<file path="config.mk">
export PLATFORM = sky130hd
export DESIGN_NAME = jlc_link_control
export DESIGN_NICKNAME = d
export VERILOG_FILES = /design/src/verilog/jlc_pkg.sv /design/src/verilog/jlc_link_control.sv
export SDC_FILE = /design/constraint.sdc
export NUM_CORES = 1
export LEC_CHECK = 0
export ABC_AREA = 1
export ABC_CLOCK_PERIOD_IN_PS = 2480
export BUFFER_PORTS_ARGS = -buffer_cell sky130_fd_sc_hd__buf_2
export CORE_MARGIN = 2
export CORE_UTILIZATION = 52
export DETAILED_ROUTE_END_ITERATION = 8
export MAX_ROUTING_LAYER = met4
export PLACE_DENSITY = 0.82
export SLEW_MARGIN = 30
export SYNTH_ARGS = -nofsm -noshare
export SYNTH_HDL_FRONTEND = slang
export SYNTH_HIERARCHICAL = 1
export SYNTH_SLANG_ARGS = --single-unit
</file>
<file path="constraint.sdc">
create_clock -name pclk -period 2.48 [get_ports pclk]
set_clock_uncertainty 0.1 [all_clocks]
set_input_delay 0.372 -clock pclk [delete_from_list [all_inputs] [get_ports pclk]]
set_output_delay 0.372 -clock pclk [all_outputs]
set_load 0.02 [all_outputs]
</file>
<file path="src/verilog/jlc_pkg.sv">
/*
 link control bank package: register indices, field positions, reset values,
 stream carrier types and timing counts.
 assumes a 32-bit apb slave with one aligned word per register.
*/
package jlc_pkg;
   // ==========================================================
   // register indices (byte address is four times the index)
   localparam logic [11:0] idx_link_enable = 12'h200;
   localparam logic [11:0] idx_output_mode = 12'h201;
   localparam logic [11:0] idx_multiframe = 12'h202;
   localparam logic [11:0] idx_sync_request = 12'h203;
   localparam logic [11:0] idx_link_control = 12'h204;
   localparam logic [11:0] idx_test_pattern = 12'h205;
   localparam logic [11:0] idx_device_id = 12'h206;
   localparam logic [11:0] idx_frame_char = 12'h207;
   localparam logic [11:0] idx_status = 12'h208;
   localparam logic [11:0] idx_powerdown = 12'h209;
   localparam logic [11:0] idx_extra_a = 12'h20a;
   localparam logic [11:0] idx_extra_b = 12'h20b;
   localparam logic [11:0] idx_bank_last = 12'h20f;
   localparam logic [11:0] idx_lsb_marker = 12'h160;
   localparam logic [11:0] idx_cal_control = 12'h061;
   // ==========================================================
   // reset values
   localparam logic [7:0] rst_link_enable = 8'h01;
   localparam logic [7:0] rst_output_mode = 8'h02;
   localparam logic [7:0] rst_multiframe = 8'h1f;
   localparam logic [7:0] rst_sync_request = 8'h01;
   localparam logic [7:0] rst_link_control = 8'h02;
   localparam logic [7:0] rst_zero = 8'h00;
   // ==========================================================
   // field layout
   localparam int enable_bit = 0;
   localparam int marker_bit = 0;
   localparam int cal_en_bit = 0;
   localparam int cal_state_flag_bit = 1;
   localparam int marker_rx_bit = 2;
   localparam logic [7:0] mask_enable = 8'h01;
   localparam logic [7:0] mask_five = 8'h1f;
   localparam logic [7:0] mask_cal = 8'h07;
   localparam logic [4:0] mode_bypass_max = 5'h03;
   localparam logic [4:0] mode_eight_bit_min = 5'h0a;
   localparam logic [4:0] ila_cs_zero = 5'h00;
   // ==========================================================
   // stream carrier
   typedef struct packed {
      logic [11:0] data;
      logic marker;
   } jlc_sample_t;
   localparam int sample_w = 13;
   localparam int path_latency = 4;
endpackage : jlc_pkg

</file>
<file path="src/verilog/jlc_link_control.sv">
/*
 link control bank with sample-lsb marker insertion and a 4-word output fifo.
 assumes an apb master at 100 mhz and a converter that supplies one sample a cycle.
*/
// Design decision made here: the APB interface to the registers.
`timescale 1ns/1ps

// ==========================================================
// fifo
module jlc_fifo #(
   parameter int width = 13,
   parameter int depth = 4
) (
   // clock and reset
   input wire logic pclk,
   input wire logic presetn,
   input wire logic flush,
   // fill side
   input wire logic in_valid,
   output logic in_ready,
   input wire logic [width-1:0] in_data,
   // drain side
   output logic out_valid,
   input wire logic out_ready,
   output logic [width-1:0] out_data
);
   localparam int aw = $clog2(depth);
   logic [width-1:0] mem [depth];
   logic [aw-1:0] wr_ptr;
   logic [aw-1:0] rd_ptr;
   logic [aw:0] count;
   logic push;
   logic pop;

   // handshakes
   assign in_ready = (count != (aw+1)'(depth));
   assign out_valid = (count != '0);
   assign push = in_valid && in_ready;
   assign pop = out_valid && out_ready;
   assign out_data = mem[rd_ptr];

   // storage
   always_ff @(posedge pclk)
   begin
      if (push)
         mem[wr_ptr] <= in_data;
   end

   // pointers; flush empties it when the link drops
   always_ff @(posedge pclk or negedge presetn)
   begin
      if (!presetn)
      begin
         wr_ptr <= '0;
         rd_ptr <= '0;
         count <= '0;
      end
      else if (flush)
      begin
         wr_ptr <= '0;
         rd_ptr <= '0;
         count <= '0;
      end
      else
      begin
         if (push)
            wr_ptr <= (wr_ptr == aw'(depth-1)) ? '0 : aw'(wr_ptr + 1'b1);
         if (pop)
            rd_ptr <= (rd_ptr == aw'(depth-1)) ? '0 : aw'(rd_ptr + 1'b1);
         count <= (aw+1)'(count + (push ? 1'b1 : 1'b0) - (pop ? 1'b1 : 1'b0));
      end
   end
endmodule : jlc_fifo

// ==========================================================
// top
module jlc_link_control #(
   parameter int fifo_depth = 4,
   parameter int latency = jlc_pkg::path_latency
) (
   // apb
   input wire logic pclk,
   input wire logic presetn,
   input wire logic psel,
   input wire logic penable,
   input wire logic pwrite,
   input wire logic [31:0] paddr,
   input wire logic [31:0] pwdata,
   input wire logic [3:0] pstrb,
   output logic [31:0] prdata,
   output logic pready,
   output logic pslverr,
   // converter input
   input wire logic [11:0] adc_sample,
   input wire logic adc_valid,
   output logic adc_ready,
   input wire logic marker_in,
   input wire logic cal_state_in,
   input wire logic sysref,
   // transport output
   output logic [11:0] tx_sample,
   output logic tx_valid,
   input wire logic tx_ready,
   // link side effects
   output logic link_reset_n,
   output logic serializer_powerdown,
   output logic link_clock_gate_en,
   output logic [4:0] multiframe_count,
   output logic [4:0] ila_control_bits
);
   logic [7:0] link_enable;
   logic [7:0] output_mode;
   logic [7:0] multiframe;
   logic [7:0] sync_request;
   logic [7:0] link_control;
   logic [7:0] test_pattern;
   logic [7:0] device_id;
   logic [7:0] frame_char;
   logic [7:0] powerdown;
   logic [7:0] extra_a;
   logic [7:0] extra_b;
   logic [7:0] lsb_marker;
   logic [7:0] cal_control;
   logic [11:0] idx;
   logic wr;
   logic byte0;
   logic known;
   logic en;
   logic [7:0] rd_byte;
   jlc_pkg::jlc_sample_t pipe [latency];
   logic pipe_valid [latency];
   jlc_pkg::jlc_sample_t fifo_in;
   jlc_pkg::jlc_sample_t fifo_out;
   logic fifo_in_ready;
   logic stall;
   logic bypass;
   logic eight_bit;
   logic [11:0] next_data;

   // decode; word index is byte address over four
   assign idx = paddr[13:2];
   assign byte0 = pstrb[0];
   assign wr = psel && penable && pwrite && byte0;
   assign pready = 1'b1;
   assign pslverr = 1'b0;
   assign en = link_enable[jlc_pkg::enable_bit];

   // known addresses; reserved words read zero
   always_comb
   begin
      known = 1'b1;
      unique case (idx)
         jlc_pkg::idx_link_enable: rd_byte = link_enable;
         jlc_pkg::idx_output_mode: rd_byte = output_mode;
         jlc_pkg::idx_multiframe: rd_byte = multiframe;
         jlc_pkg::idx_sync_request: rd_byte = sync_request;
         jlc_pkg::idx_link_control: rd_byte = link_control;
         jlc_pkg::idx_test_pattern: rd_byte = test_pattern;
         jlc_pkg::idx_device_id: rd_byte = device_id;
         jlc_pkg::idx_frame_char: rd_byte = frame_char;
         jlc_pkg::idx_status: rd_byte = {7'h00, en};
         jlc_pkg::idx_powerdown: rd_byte = powerdown;
         jlc_pkg::idx_extra_a: rd_byte = extra_a;
         jlc_pkg::idx_extra_b: rd_byte = extra_b;
         jlc_pkg::idx_lsb_marker: rd_byte = lsb_marker;
         jlc_pkg::idx_cal_control: rd_byte = cal_control;
         default:
         begin
            rd_byte = jlc_pkg::rst_zero;
            known = 1'b0;
         end
      endcase
   end

   // read data register; unmapped reads return zero without error
   always_ff @(posedge pclk or negedge presetn)
   begin
      if (!presetn)
         prdata <= '0;
      else if (psel && !penable && !pwrite)
         prdata <= known ? {24'h000000, rd_byte} : '0;
   end

   // link enable, multiframe, lsb marker, cal control and the registers that only store; reserved bits forced low
   always_ff @(posedge pclk or negedge presetn)
   begin
      if (!presetn)
      begin
         link_enable <= jlc_pkg::rst_link_enable;
         multiframe <= jlc_pkg::rst_multiframe;
         sync_request <= jlc_pkg::rst_sync_request;
         link_control <= jlc_pkg::rst_link_control;
         test_pattern <= jlc_pkg::rst_zero;
         device_id <= jlc_pkg::rst_zero;
         frame_char <= jlc_pkg::rst_zero;
         powerdown <= jlc_pkg::rst_zero;
         extra_a <= jlc_pkg::rst_zero;
         extra_b <= jlc_pkg::rst_zero;
         lsb_marker <= jlc_pkg::rst_zero;
         cal_control <= jlc_pkg::rst_zero;
      end
      else if (wr)
      begin
         unique case (idx)
            jlc_pkg::idx_link_enable: link_enable <= pwdata[7:0] & jlc_pkg::mask_enable;
            jlc_pkg::idx_multiframe: multiframe <= pwdata[7:0] & jlc_pkg::mask_five;
            jlc_pkg::idx_sync_request: sync_request <= pwdata[7:0];
            jlc_pkg::idx_link_control: link_control <= pwdata[7:0];
            jlc_pkg::idx_test_pattern: test_pattern <= pwdata[7:0];
            jlc_pkg::idx_device_id: device_id <= pwdata[7:0];
            jlc_pkg::idx_frame_char: frame_char <= pwdata[7:0];
            jlc_pkg::idx_powerdown: powerdown <= pwdata[7:0];
            jlc_pkg::idx_extra_a: extra_a <= pwdata[7:0];
            jlc_pkg::idx_extra_b: extra_b <= pwdata[7:0];
            jlc_pkg::idx_lsb_marker: lsb_marker <= pwdata[7:0] & jlc_pkg::mask_enable;
            jlc_pkg::idx_cal_control: cal_control <= pwdata[7:0] & jlc_pkg::mask_cal;
            default: ;
         endcase
      end
   end

   // output mode; low five bits stored as written, ordering is software's job
   always_ff @(posedge pclk or negedge presetn)
   begin
      if (!presetn)
         output_mode <= jlc_pkg::rst_output_mode;
      else if (wr && idx == jlc_pkg::idx_output_mode)
         output_mode <= pwdata[7:0] & jlc_pkg::mask_five;
   end

   // side effects of a disabled link
   assign link_reset_n = en;
   assign serializer_powerdown = !en;
   assign link_clock_gate_en = en;
   assign ila_control_bits = jlc_pkg::ila_cs_zero;

   // local multiframe counter; sysref realigns only while enabled
   always_ff @(posedge pclk or negedge presetn)
   begin
      if (!presetn)
         multiframe_count <= '0;
      else if (!en || sysref)
         multiframe_count <= '0;
      else if (multiframe_count == multiframe[4:0])
         multiframe_count <= '0;
      else
         multiframe_count <= 5'(multiframe_count + 1'b1);
   end

   // sample pipeline; marker travels beside its sample so both match
   assign stall = !fifo_in_ready;
   assign adc_ready = en && !stall;
   generate
      for (genvar i = 0; i < latency; i++)
      begin : g_pipe
         if (i == 0)
         begin : g_head
            // first stage; receiver gate drops the marker if software forgets it
            always_ff @(posedge pclk or negedge presetn)
            begin
               if (!presetn)
               begin
                  pipe[i] <= '0;
                  pipe_valid[i] <= 1'b0;
               end
               else if (!en)
                  pipe_valid[i] <= 1'b0;
               else if (!stall)
               begin
                  pipe[i].data <= adc_sample;
                  pipe[i].marker <= marker_in && cal_control[jlc_pkg::marker_rx_bit];
                  pipe_valid[i] <= adc_valid;
               end
            end
         end
         else
         begin : g_tail
            // later stages move sample and marker as one word, so they cannot slip
            always_ff @(posedge pclk or negedge presetn)
            begin
               if (!presetn)
               begin
                  pipe[i] <= '0;
                  pipe_valid[i] <= 1'b0;
               end
               else if (!en)
                  pipe_valid[i] <= 1'b0;
               else if (!stall)
               begin
                  pipe[i] <= pipe[i-1];
                  pipe_valid[i] <= pipe_valid[i-1];
               end
            end
         end
      end
   endgenerate

   // lsb substitution; marker beats calibration flag in bypass modes only
   assign bypass = (output_mode[4:0] <= jlc_pkg::mode_bypass_max);
   assign eight_bit = (output_mode[4:0] >= jlc_pkg::mode_eight_bit_min);
   always_comb
   begin
      next_data = pipe[latency-1].data;
      if (lsb_marker[jlc_pkg::marker_bit] && bypass)
      begin
         if (eight_bit)
            next_data[4] = pipe[latency-1].marker;
         else
            next_data[0] = pipe[latency-1].marker;
      end
      else if (cal_control[jlc_pkg::cal_state_flag_bit])
      begin
         if (eight_bit)
            next_data[4] = cal_state_in;
         else
            next_data[0] = cal_state_in;
      end
   end
   assign fifo_in.data = next_data;
   assign fifo_in.marker = pipe[latency-1].marker;

   jlc_fifo #(
      .width(jlc_pkg::sample_w),
      .depth(fifo_depth)
   ) u_fifo (
      .pclk(pclk),
      .presetn(presetn),
      .flush(!en),
      .in_valid(pipe_valid[latency-1] && en),
      .in_ready(fifo_in_ready),
      .in_data(fifo_in),
      .out_valid(tx_valid),
      .out_ready(tx_ready),
      .out_data(fifo_out)
   );

   // 8-bit samples sit in the top byte of the 12-bit word
   assign tx_sample = fifo_out.data;
endmodule : jlc_link_control

</file>
## Word-level counts from Yosys, hierarchy flattened

Memories as Yosys holds them, arrays and structs flattened.
Cells that the tools add are included.
W data, S select, Z words.

- Flip-flop bits (word level): 179
- RAM bits: 52
- Input bits: 90
- Output and inout port bits: 61
- Word-level logic and storage cells: 123
- Memories kept: 1

- Add/subtract/negate cells: 5
- $lt $le $gt $ge: 2
- Equality and inequality tests: 21
- Multiplexer cells: 32
- Reduce and logical (&&, ||, !) cells: 32

Memories:

| name | depth | width | read ports | clocked after memory_dff | write ports | RTL line | text |
|---|---|---|---|---|---|---|---|
| u_fifo.mem | 4 | 13 | 1 | 0 | 1 | jlc_link_control.sv:28 | `logic [width-1:0] mem [depth];` |

Operator list:

| kind | number |
|---|---|
| $eq A12 B10 Y1 const B | 12 |
| $pmux W8 S13 | 1 |
| $reduce_and A2 Y1 | 13 |
| $mux W1 | 21 |
| $reduce_or A14 Y1 | 1 |
| $eq A12 B7 Y1 const B | 1 |
| $eq A12 B9 Y1 const B | 1 |
| $logic_and A1 B1 Y1 | 12 |
| $mux W2 | 6 |
| $mux W5 | 2 |
| $mux W8 | 1 |
| $ne A2 B1 Y1 const B | 3 |
| $add A5 B1 Y5 const B | 1 |
| $eq A5 B5 Y1 | 1 |
| $ge A5 B4 Y1 const B | 1 |
| $le A5 B2 Y1 const B | 1 |
| $add A2 B1 Y2 const B | 2 |
| $eq A2 B2 Y1 const B | 2 |
| $add A3 B3 Y3 | 1 |
| $logic_not A1 Y1 | 3 |
| $mux W3 | 1 |
| $ne A3 B3 Y1 const B | 1 |
| $reduce_bool A3 Y1 | 1 |
| $sub A3 B3 Y3 | 1 |
| other kinds (2) | 2 |

## Depth between registers and ports, before layout

Gate-level depths: netlist (run 1).

- Depth in word-level cells: 6
- Depth in mapped cells: 12
- Mapped depth without buffers: 12

## Cells and area by module

Netlist (run 1), hierarchy kept.

Modules (own cells, without submodules):

| module | instances | cells an instance | area each (µm²) | sequential area each (µm²) |
|---|---|---|---|---|
| jlc_link_control | 1 | 817 | 6884.1 | 3714.8 |
| jlc_fifo | 1 | 210 | 2553.7 | 1736.7 |

## Worst setup path after synthesis (run 1)

No wires, ideal clock.

- Path kind: register to register
- Start point: register link_enable[0]
- End point: register u_fifo.count[2]
- Setup time: 119 ps
- Arrival time: 1875 ps
- Data required time: 2261 ps
- Slack: 386 ps
- Stages on the path, launching flop included: 11
- Path buffers: 0
- Period minus slack after synthesis: 2094 ps
- Cells stage by stage: dfstp_2 > nand2_1 > inv_1 > nand2_4 > ha_1 > inv_1 > ha_1 > inv_1 > fa_1 > a21oi_1 > nor2_1

- Cells in the longest elaborated chain, start to end: 6

Ends and longest elaborated chain:

| item | RTL line | text |
|---|---|---|
| start: declaration | jlc_link_control.sv:111 | `logic [7:0] link_enable;` |
| start signal: assignment | jlc_link_control.sv:189 | `link_enable <= jlc_pkg::rst_link_enable;` |
| start signal: assignment | jlc_link_control.sv:205 | `jlc_pkg::idx_link_enable: link_enable <= pwdata[7:0] & jlc_pkg::mask_enable;` |
| $logic_and A1 B1 Y1 | jlc_link_control.sv:329 | `.in_valid(pipe_valid[latency-1] && en),` |
| $logic_and A1 B1 Y1 | jlc_link_control.sv:38 | `assign push = in_valid && in_ready;` |
| $mux W1 | jlc_link_control.sv:70 | `count <= (aw+1)'(count + (push ? 1'b1 : 1'b0) - (pop ? 1'b1 : 1'b0));` |
| $add A3 B3 Y3 | jlc_link_control.sv:70 |  |
| $sub A3 B3 Y3 | jlc_link_control.sv:70 |  |
| $mux W3 (*) | jlc_link_control.sv:58 | `else if (flush)` |
| end signal: assignment | jlc_link_control.sv:70 |  |
| end: declaration | jlc_link_control.sv:31 | `logic [aw:0] count;` |

Every way passes the cells marked *; elsewhere a longest branch is shown, timed or not.
A chain may end at the register's enable or synchronous reset.

## Worst setup path after layout (run 1)

- Start point: register link_enable[0]
- End point: output port adc_ready

- Cells in the longest elaborated chain, start to end: 1

Ends and longest elaborated chain:

| item | RTL line | text |
|---|---|---|
| $logic_and A1 B1 Y1 | jlc_link_control.sv:252 | `assign adc_ready = en && !stall;` |
| end: declaration | jlc_link_control.sv:96 | `output logic adc_ready,` |

No other way between the ends.

==> summary.md, run 1 <==
| Metric | Value |
|---|---|
| Slowest Stage Delay on Critical Path | `520 ps` |
| Most used routing layer | `met2` |
| GR Util met1 | `0.2924` |
| Starting Density | `0.5350` |
| Gr usage total | `0.2225` |
| Overflow after GRT | `0` |
| Io pins | `151` |
| RSZ-0062 raised after global routing | `no` |
| Vias per inst | `~5.2` |
| Post-DP Area | `approximately 9700 sq um` |
| Worst-path cell chain | `buf_4 -> nand2_1 -> inv_2 -> buf_2` |
| Hold crit path type | `input pin to flip-flop` |
| Leakage | `slightly above 5 nW` |
| Slew @ Worst Pin | `about 600 ps` |
| Share of cells above drive strength 1 | `0.1499` |
| Nets | `around 1200` |
| Outcome | `completed` |
| Delay-heaviest family, CP | `buffers and inverters` |
| FP Rows | `48` |
| Max VDD drop | `0.5010 mV` |
| Min Tclk post-route | `between 2000 and 2500 ps` |
| Worst skew pair latency | `between 400 and 500 ps` |
| Fillers | `~1400` |
| Final worst-path cycle share | `0.8951` |
| Slowest-stage cell, CP | `dfstp_2` |
| CP Class | `flip-flop to primary output` |
| Vias in the first global route | `~6600` |
| Sw Pwr | `roughly 0.0014 W` |
| Largest net degree at the start of global routing | `56` |
| Endpoints failing setup | `0` |
| Hold Buf Count CTS | `7` |
| CP Buf/Inv Count | `3` |
| Drt drc | `0` |
| Number of max-cap violations | `0` |
| Setup Total Neg Slack | `0 ps` |
| Clk buf depth | `3` |
| Most frequent cells in the layout | `281 x nand2_1, 146 x dfrtp_1, 115 x o21ai_0` |
| FMAX | `roughly 450 MHz` |
| # H-tree levels | `1` |
| Met2 GRT Util | `0.3557` |
| Endpoint class of the critical path | `primary output` |
| First-pass GRT wire length | `~32000 um` |
| Yosys warns | `6` |
| Synthesized area | `between 9000 and 10000 sq um` |
| Root Driver | `clkbuf_16` |
| Iter 0 DRT Violations | `slightly above 600` |
| Startpoint Class | `flip-flop` |
| Setup slack after layout | `~260 ps` |
| DP HPWL | `between 10000 and 15000 um` |
| Fin area | `10550 sq um` |
| Placer congestion estimate | `between 0.8 and 0.9` |
| CTS tree | `yes` |
| Area growth syn-to-layout | `13.58%` |
| Part of the power in the clock network | `0.469` |
| Reg2reg setup slack | `between 300 and 400 ps` |
| Max FO, Critical Path | `16` |
| Port Buffers | `72` |
| Total CTS buffers | `22` |
| Post-CTS Resized | `0` |
| Vias | `around 7000` |
| Clk sinks | `203` |
| Sequential power share | `0.496` |
| Cell total after placement | `between 1000 and 1500` |
| Router iterations before antenna repair | `5` |
| Mapped Cells | `around 1000` |
| Crit path arrival time | `1750 ps` |
| Gate power share | `0.035` |
| Commonest non-fill, non-tap cell in the layout | `nand2_1` |
| WL/cell | `14.86 um` |
| Cell-internal power | `around 0.0055 W` |
| Switch share | `0.2069` |
| Worst path required time | `2010 ps` |
| Die area | `around 19000 sq um` |
| Met3 Use GR | `0.03458` |
| Max-slew violations | `0` |
| Die Wd | `roughly 140 um` |
| Cell Pwr Density | `655.4 nW/um^2` |
| Hold Slack | `roughly 11 ps` |
| Final hold violations | `0` |
| Ant. Diodes | `0` |
| Initial antenna violation count | `0` |
| Placement Setup Slack | `roughly 190 ps` |
| Final std cells w/o fill | `around 1300` |
| DRT Wirelength | `between 15000 and 20000 um` |
| Post-CTS Setup Bufs | `0` |
| Clk slew on worst S/H paths | `approximately 60 ps` |
| Post-synthesis area per instance | `roughly 9.1 sq um` |
| Chip Height | `roughly 140 um` |
| CORE AREA | `between 15000 and 20000 sq um` |
| Detail Route Antenna Nets | `0` |
| Slew headroom | `0.5995` |
cell type report:
cell class              instances  area (sq um)  area share
clock buffers                  34         646.9     0.06134
clock inverters                 6         83.83    0.007949
inverters                     101         379.1     0.03595
multi-input cells             670          3217      0.3050
flip-flops and latches        203          5331      0.5055
well taps                     225         281.5     0.02669
repair buffers                100         606.8     0.05754
flip-flops by register name (all words and copies together) (netlist names), 4 cells and up:
| signal | count |
|---|---|
| device_id | 8 |
| extra_a | 8 |
| extra_b | 8 |
| fifo_in | 11 |
| frame_char | 8 |
| link_control | 8 |
| multiframe | 5 |
| multiframe_count | 5 |
| output_mode | 5 |
| pipe | 41 |
| pipe_valid | 4 |
| powerdown | 8 |
| prdata | 8 |
| sync_request | 8 |
| test_pattern | 8 |
| u_fifo/mem | 48 |
path summary, 6_finish.rpt:
check	from	end	cells past startpoint
hold reg to reg	pipe[28]	pipe[15]	2
setup / recovery	link_enable[0]	adc_ready	4
max in group asynchronous	presetn	link_enable[0]	3
setup reg to reg	u_fifo/count[1]	u_fifo/count[2]	12
hold / removal	adc_sample[3]	pipe[43]	3
min in group asynchronous	presetn	powerdown[7]	2
power groups by stage:
stage	sequential, W	clock (W)	combinational [W]
floorplan	0.00349	0	0.000146
global placement	0.00349	0	0.000229
detailed placement	0.00349	0	0.000232
CTS	0.00343	0.00327	0.000242
global route	0.00343	0.00343	0.000270
finish	0.00343	0.00324	0.000241
layer usage:
| layer | vias to the layer above | share of wire |
|---|---|---|
| li1 | 3406 | - |
| met1 | 3308 | 0.42 |
| met2 | 237 | 0.48 |
| met3 | 58 | 0.061 |
| met4 | 0 | 0.030 |
| met5 | - | 0 |
worst min-delay path, stage by stage:
cell and delay [ps]:
buf_2 80, nand2_1 50, o21ai_0 60
stage by stage:
| stage | util | power, W |
|---|---|---|
| 2_1_floorplan | - | 0.003636 |
| 3_3_place_gp | 0.5615 | 0.003718 |
| 3_5_place_dp | 0.5615 | 0.003722 |
| 4_1_cts | 0.6076 | 0.006945 |
| 5_1_grt | 0.6076 | 0.007130 |
| 6_report | 0.6076 | 0.006913 |
Power figures use the tool's default switching activity.
==> run 2, diff against run 1 <==
- ABC_AREA: 1 -> not set
==> run 2 against run 1 <==
  * Total power is 0.49% lower
  * Critical path type unchanged
  * Global-route usage down 0.16 points
  * Fmax shrank 6.4%
  * Critical path depth shrank 2
  * Critical endpoint is now tx_sample[2]
  * Utilization up 0.90 points
  * Register-to-register slack got worse by 200 ps
  * Routed wire length is 1.3% lower
  * Clock power fell by 3%
  * Worst setup slack worse by 150 ps
==> summary.md, run 2 <==
| Metric | Value |
|---|---|
| Endpoints failing setup | `0 (unchanged)` |
| Gr usage total | `0.2209 (was 0.2225)` |
| Die area | `18990 sq um (was 18940 sq um)` |
| CORE AREA | `17420 sq um (was 17360 sq um)` |
| Leakage | `4.975 nW (was 5.029 nW)` |
| Port Buffers | `72 (unchanged)` |
| Slew @ Worst Pin | `697.1 ps (was 599.2 ps)` |
| Setup Total Neg Slack | `0 ps (unchanged)` |
| Placement Setup Slack | `27.56 ps (was 187.5 ps)` |
| Reg2reg setup slack | `140 ps (was 340 ps)` |
| Fillers | `1231 (was 1381)` |
| Total CTS buffers | `22 (unchanged)` |
| Hold crit path type | `input pin to flip-flop (unchanged)` |
| Hold Path Sink | `pipe[44] (was pipe[43])` |
| Vias per inst | `5.690 (was 5.235)` |
| Max-slew violations | `0 (unchanged)` |
| CP Class | `flip-flop to primary output (unchanged)` |
| Max FO, Critical Path | `15 (was 16)` |
| Initial antenna violation count | `0 (unchanged)` |
| Clk sinks | `203 (unchanged)` |
| Area growth syn-to-layout | `15.36% (was 13.58%)` |
| Endpoint class of the critical path | `primary output (unchanged)` |
| Setup slack after layout | `107.8 ps (was 260.2 ps)` |
| Outcome | `completed (unchanged)` |
| Commonest non-fill, non-tap cell in the layout | `dfrtp_1 (was nand2_1)` |
| Most frequent cells in the layout | `145 x dfrtp_1, 110 x mux2_2, 71 x buf_2 (was 281 x nand2_1, 146 x dfrtp_1, 115 x o21ai_0)` |
| Worst path required time | `2010 ps (about the same)` |
| Chip Height | `137.8 um (was 137.6 um)` |
| Worst hold start | `adc_sample[4] (was adc_sample[3])` |
| RSZ-0062 raised after global routing | `no (unchanged)` |
| Largest net degree at the start of global routing | `57 (was 56)` |
| Reg2reg end | `u_fifo/count[2] (unchanged)` |
| Vias | `5639 (was 7009)` |
| Vias in the first global route | `5996 (was 6565)` |
| Startpoint Class | `flip-flop (unchanged)` |
| Io pins | `151 (unchanged)` |
| Detail Route Antenna Nets | `0 (unchanged)` |
| Area of the multi-input gates | `3626 sq um (was 3217 sq um)` |
| First-pass GRT wire length | `31240 um (was 32140 um)` |
| Overflow after GRT | `0 (unchanged)` |
| Hold Path Depth | `2 (was 3)` |
| # H-tree levels | `1 (unchanged)` |
| Mapped Cells | `647 (was 1016)` |
| Max reg flops | `48 (unchanged)` |
| Iter 0 DRT Violations | `430 (was 612)` |
| Clk buf depth | `3 (unchanged)` |
| Router iterations before antenna repair | `5 (unchanged)` |
| Root Driver | `clkbuf_16 (unchanged)` |
| Cell Pwr Density | `640.5 nW/um^2 (was 655.4 nW/um^2)` |
| Seq. cell area | `5335 sq um (was 5331 sq um)` |
| Die Wd | `137.8 um (was 137.6 um)` |
| Total power | `0.006879 W (was 0.006913 W)` |
| Clk slew on worst S/H paths | `60 ps (about the same)` |
| Number of max-cap violations | `0 (unchanged)` |
| Reg2Reg Launch Point | `u_fifo/count[1] (unchanged)` |
| Ant. Diodes | `0 (unchanged)` |
| Final hold violations | `0 (unchanged)` |
| Drt drc | `0 (unchanged)` |
| Reg2reg path depth | `9 (was 12)` |
| Post-synthesis area per instance | `14.39 sq um (was 9.139 sq um)` |
| Crit path arrival time | `1900 ps (was 1750 ps)` |
| Placer congestion estimate | `0.8989 (was 0.8821)` |
| WL/cell | `19.81 um (was 14.86 um)` |
| Max VDD drop | `0.5250 mV (was 0.5010 mV)` |
| Slew headroom | `0.5353 (was 0.5995)` |
| Yosys warns | `6 (unchanged)` |
| Min Tclk post-route | `2372 ps (was 2220 ps)` |
| FMAX | `421.5 MHz (was 450.5 MHz)` |
| Biggest register | `u_fifo/mem (unchanged)` |
| Worst skew pair latency | `510 ps (was 490 ps)` |
| Share of cells above drive strength 1 | `0.3930 (was 0.1499)` |
| Synthesized area | `9310 sq um (was 9285 sq um)` |
| Nets | `849 (was 1197)` |
| CTS tree | `yes (unchanged)` |
| Hold Slack | `11.42 ps (was 11.00 ps)` |
| Starting Density | `0.5346 (was 0.5350)` |
| DRT Wirelength | `19630 um (was 19900 um)` |
| DP HPWL | `13010 um (was 13090 um)` |
| FP Rows | `48 (unchanged)` |
| Final worst-path cycle share | `0.9565 (was 0.8951)` |
## run 2: worst max path at each step
stage,startpoint,end,depth (start not counted)
6_report,u_fifo/rd_ptr[0],tx_sample[2],2
5_1_grt,u_fifo/count[1],adc_ready,6
4_1_cts,u_fifo/count[1],adc_ready,6
3_5_place_dp,paddr[7],frame_char[4],8
3_3_place_gp,paddr[7],prdata[5],6
2_1_floorplan,paddr[6],sync_request[1],6
## run 2: final cells by class
class,count,share of cell area
flip-flops and latches,203,0.4967
multi-input cells,398,0.3376
repair buffers,111,0.06908
clock buffers,33,0.05825
well taps,225,0.02621
clock inverters,7,0.007223
inverters,14,0.004893
## run 2: worst max-delay path: stages, from the launching register on
cell     delay, ps
dfrtp_4        590
mux4_1         620
buf_2          180
## run 2: routing by layer
metal / track usage / vias up / routed length [um]
met5: - / - / 0
met4: 0.08333 / 0 / 749
met3: 0.03900 / 59 / 1200
met2: 0.3596 / 225 / 9626
met1: 0.2787 / 2846 / 8057
li1: - / 2509 / -
## run 2: metrics by stage
stage                     area (sq um)    util  instances
after floorplan                   9419       -        676
after global placement            9916  0.5693        942
after detailed placement          9916  0.5693        942
after CTS                        10740  0.6165        991
after global routing             10740  0.6167        991
final                            10740  0.6167        991
## run 2: timing repair
action	in CTS	in global routing
cloned	1	0
gates resized for setup	3	1
hold endpoints to repair	55	0
endpoints found under the setup margin	13	1
hold buffers	8	0
setup buffers	0	0
## run 2: report_power, final
group	internal (W)	leakage (nW)	switching (W)	total [W]
Sequential	0.00342	2.43	0.00000820	0.00343
Combinational	0.0000908	2.20	0.000217	0.000307
Clock	0.00186	0.343	0.00128	0.00314
==> run 3, diff against run 2 <==
- CORE_ASPECT_RATIO: not set -> 0.8
==> run 3 against run 2 <==
  * Clock power grew 4%
  * Fmax grew 0.52%
  * Utilization grew 0.16 points
  * Flip-flop and latch count is the same
  * Count of clock-buffer cells in the layout shrank 3
  * Critical path type unchanged
==> summary.md, run 3 (synthesis results as in run 2) <==
| Metric | Value |
|---|---|
| Commonest non-fill, non-tap cell in the layout | `dfrtp_1 (unchanged)` |
| Share of cells above drive strength 1 | `0.4026 (was 0.3930)` |
| Total CTS buffers | `21 (was 22)` |
| Area growth syn-to-layout | `15.76% (was 15.36%)` |
| Slew headroom | `0.5902 (was 0.5353)` |
| Starting Density | `0.5341 (was 0.5346)` |
| Nets | `849 (unchanged)` |
| Ant. Diodes | `0 (unchanged)` |
| Root Driver | `clkbuf_16 (unchanged)` |
| Drt drc | `0 (unchanged)` |
| Hold crit path type | `input pin to flip-flop (unchanged)` |
| Worst skew pair latency | `490 ps (was 510 ps)` |
| Final hold violations | `0 (unchanged)` |
| Reg2reg setup slack | `170 ps (was 140 ps)` |
| RSZ-0062 raised after global routing | `no (unchanged)` |
| Most frequent cells in the layout | `145 x dfrtp_1, 110 x mux2_2, 71 x buf_2 (unchanged)` |
| Final worst-path cycle share | `0.9516 (was 0.9565)` |
| Router iterations before antenna repair | `5 (unchanged)` |
| Max VDD drop | `0.3792 mV (was 0.5250 mV)` |
| Reg2reg path depth | `10 (was 9)` |
| Endpoints failing setup | `0 (unchanged)` |
| Port Buffers | `72 (unchanged)` |
| DR top layer | `met4 (unchanged)` |
| DRT Wirelength | `19860 um (was 19630 um)` |
| Largest net degree at the start of global routing | `60 (was 57)` |
| Cell Pwr Density | `651.0 nW/um^2 (was 640.5 nW/um^2)` |
| Clk buf depth | `3 (unchanged)` |
| Number of max-cap violations | `0 (unchanged)` |
| CTS tree | `yes (unchanged)` |
| CP Class | `flip-flop to primary output (unchanged)` |
| Metal2 WL | `9295 um (was 9626 um)` |
| FMAX | `423.7 MHz (was 421.5 MHz)` |
| Chip Height | `123.7 um (was 137.8 um)` |
| Clk sinks | `203 (unchanged)` |
| Clk slew on worst S/H paths | `60 ps (about the same)` |
| Biggest register | `u_fifo/mem (unchanged)` |
| Fillers | `1230 (was 1231)` |
| FP Rows | `43 (was 48)` |
| Hold Path Depth | `2 (unchanged)` |
| Die Wd | `153.6 um (was 137.8 um)` |
| WL/cell | `20.06 um (was 19.81 um)` |
| # H-tree levels | `1 (unchanged)` |
| Vias per inst | `5.717 (was 5.690)` |
| Vias | `5660 (was 5639)` |
| Setup Total Neg Slack | `0 ps (unchanged)` |
| Initial antenna violation count | `0 (unchanged)` |
| M1 wire length | `8779 um (was 8057 um)` |
| Min Tclk post-route | `2360 ps (was 2372 ps)` |
| Slew @ Worst Pin | `614.7 ps (was 697.1 ps)` |
| First-pass GRT wire length | `31240 um (unchanged)` |
| DP HPWL | `13490 um (was 13010 um)` |
| Endpoint class of the critical path | `primary output (unchanged)` |
| Startpoint Class | `flip-flop (unchanged)` |
| Worst path required time | `2010 ps (about the same)` |
| Outcome | `completed (unchanged)` |
| Placer congestion estimate | `0.9781 (was 0.8989)` |
| Vias in the first global route | `5680 (was 5996)` |
| Overflow after GRT | `0 (unchanged)` |
| Leakage | `4.997 nW (was 4.975 nW)` |
| Gr usage total | `0.2148 (was 0.2209)` |
| Hold Slack | `10.80 ps (was 11.42 ps)` |
| Io pins | `151 (unchanged)` |
| Detail Route Antenna Nets | `0 (unchanged)` |
| Iter 0 DRT Violations | `520 (was 430)` |
| Max reg flops | `48 (unchanged)` |
| Crit path arrival time | `1890 ps (was 1900 ps)` |
| Metal3 WL | `1352 um (was 1200 um)` |
| Max FO, Critical Path | `14 (was 15)` |
| Die area | `19000 sq um (was 18990 sq um)` |
| Max-slew violations | `0 (unchanged)` |
| CORE AREA | `17430 sq um (was 17420 sq um)` |
==> run 3: cell type report <==
cell class | instances | area (sq um) | area share
flip-flops and latches | 203 | 5333 | 0.4948
multi-input cells | 398 | 3626 | 0.3364
repair buffers | 112 | 757.0 | 0.07023
clock buffers | 30 | 603.1 | 0.05596
well taps | 225 | 281.5 | 0.02612
clock inverters | 8 | 125.1 | 0.01161
inverters | 14 | 52.55 | 0.004876
==> run 3: worst max-delay path, cell delays in order (launching register included) <==
cell	delay, ps
dfrtp_1	460
nor2_1	200
nand2_1	230
nand2_4	280
inv_1	60
buf_2	160
==> run 3: layer usage <==
metal | up-vias | global-route usage
li1 | 2517 | -
met1 | 2879 | 0.2985
met2 | 218 | 0.3336
met3 | 46 | 0.03758
met4 | 0 | 0.05677
met5 | - | -
==> run 3: repair_timing <==
action                                 4_1_cts  5_1_grt
gates cloned                                 0        0
setup endpoints to repair                    9        3
resized for setup                            2        0
hold buffers                                 1        0
pin swaps                                    0        1
endpoints found under the hold margin       55        0
buffers inserted                             0        2
==> run 3: final timing paths <==
check	from	endpoint
max in group asynchronous	presetn	link_enable[0]
worst min register to register	prdata[5]	prdata[5]
worst min-delay path	adc_sample[9]	pipe[49]
min in group asynchronous	presetn	powerdown[5]
worst max register to register	link_enable[0]	u_fifo/count[2]
worst max-delay path	u_fifo/count[1]	adc_ready
==> run 3: power by group <==
part	switching (W)	leakage, nW	internal [W]	total, W
Combinational	0.000219	2.21	0.0000880	0.000307
Clock	0.00126	0.356	0.00201	0.00328
Sequential	0.00000881	2.43	0.00342	0.00343
Total	0.00149	5.00	0.00552	0.00702
==> run 3: metrics by stage <==
step / instances / util / instance area (sq um) / worst slack [ps] / power [W]
floorplan: 676 / - / 9419 / 172.6 / 0.003675
global placement: 949 / 0.5740 / 10010 / 46.60 / 0.003789
detailed placement: 949 / 0.5740 / 10010 / 23.83 / 0.003797
CTS: 988 / 0.6167 / 10750 / 46.92 / 0.007053
global route: 990 / 0.6183 / 10780 / 6.562 / 0.007231
finish: 990 / 0.6183 / 10780 / 120.0 / 0.007016
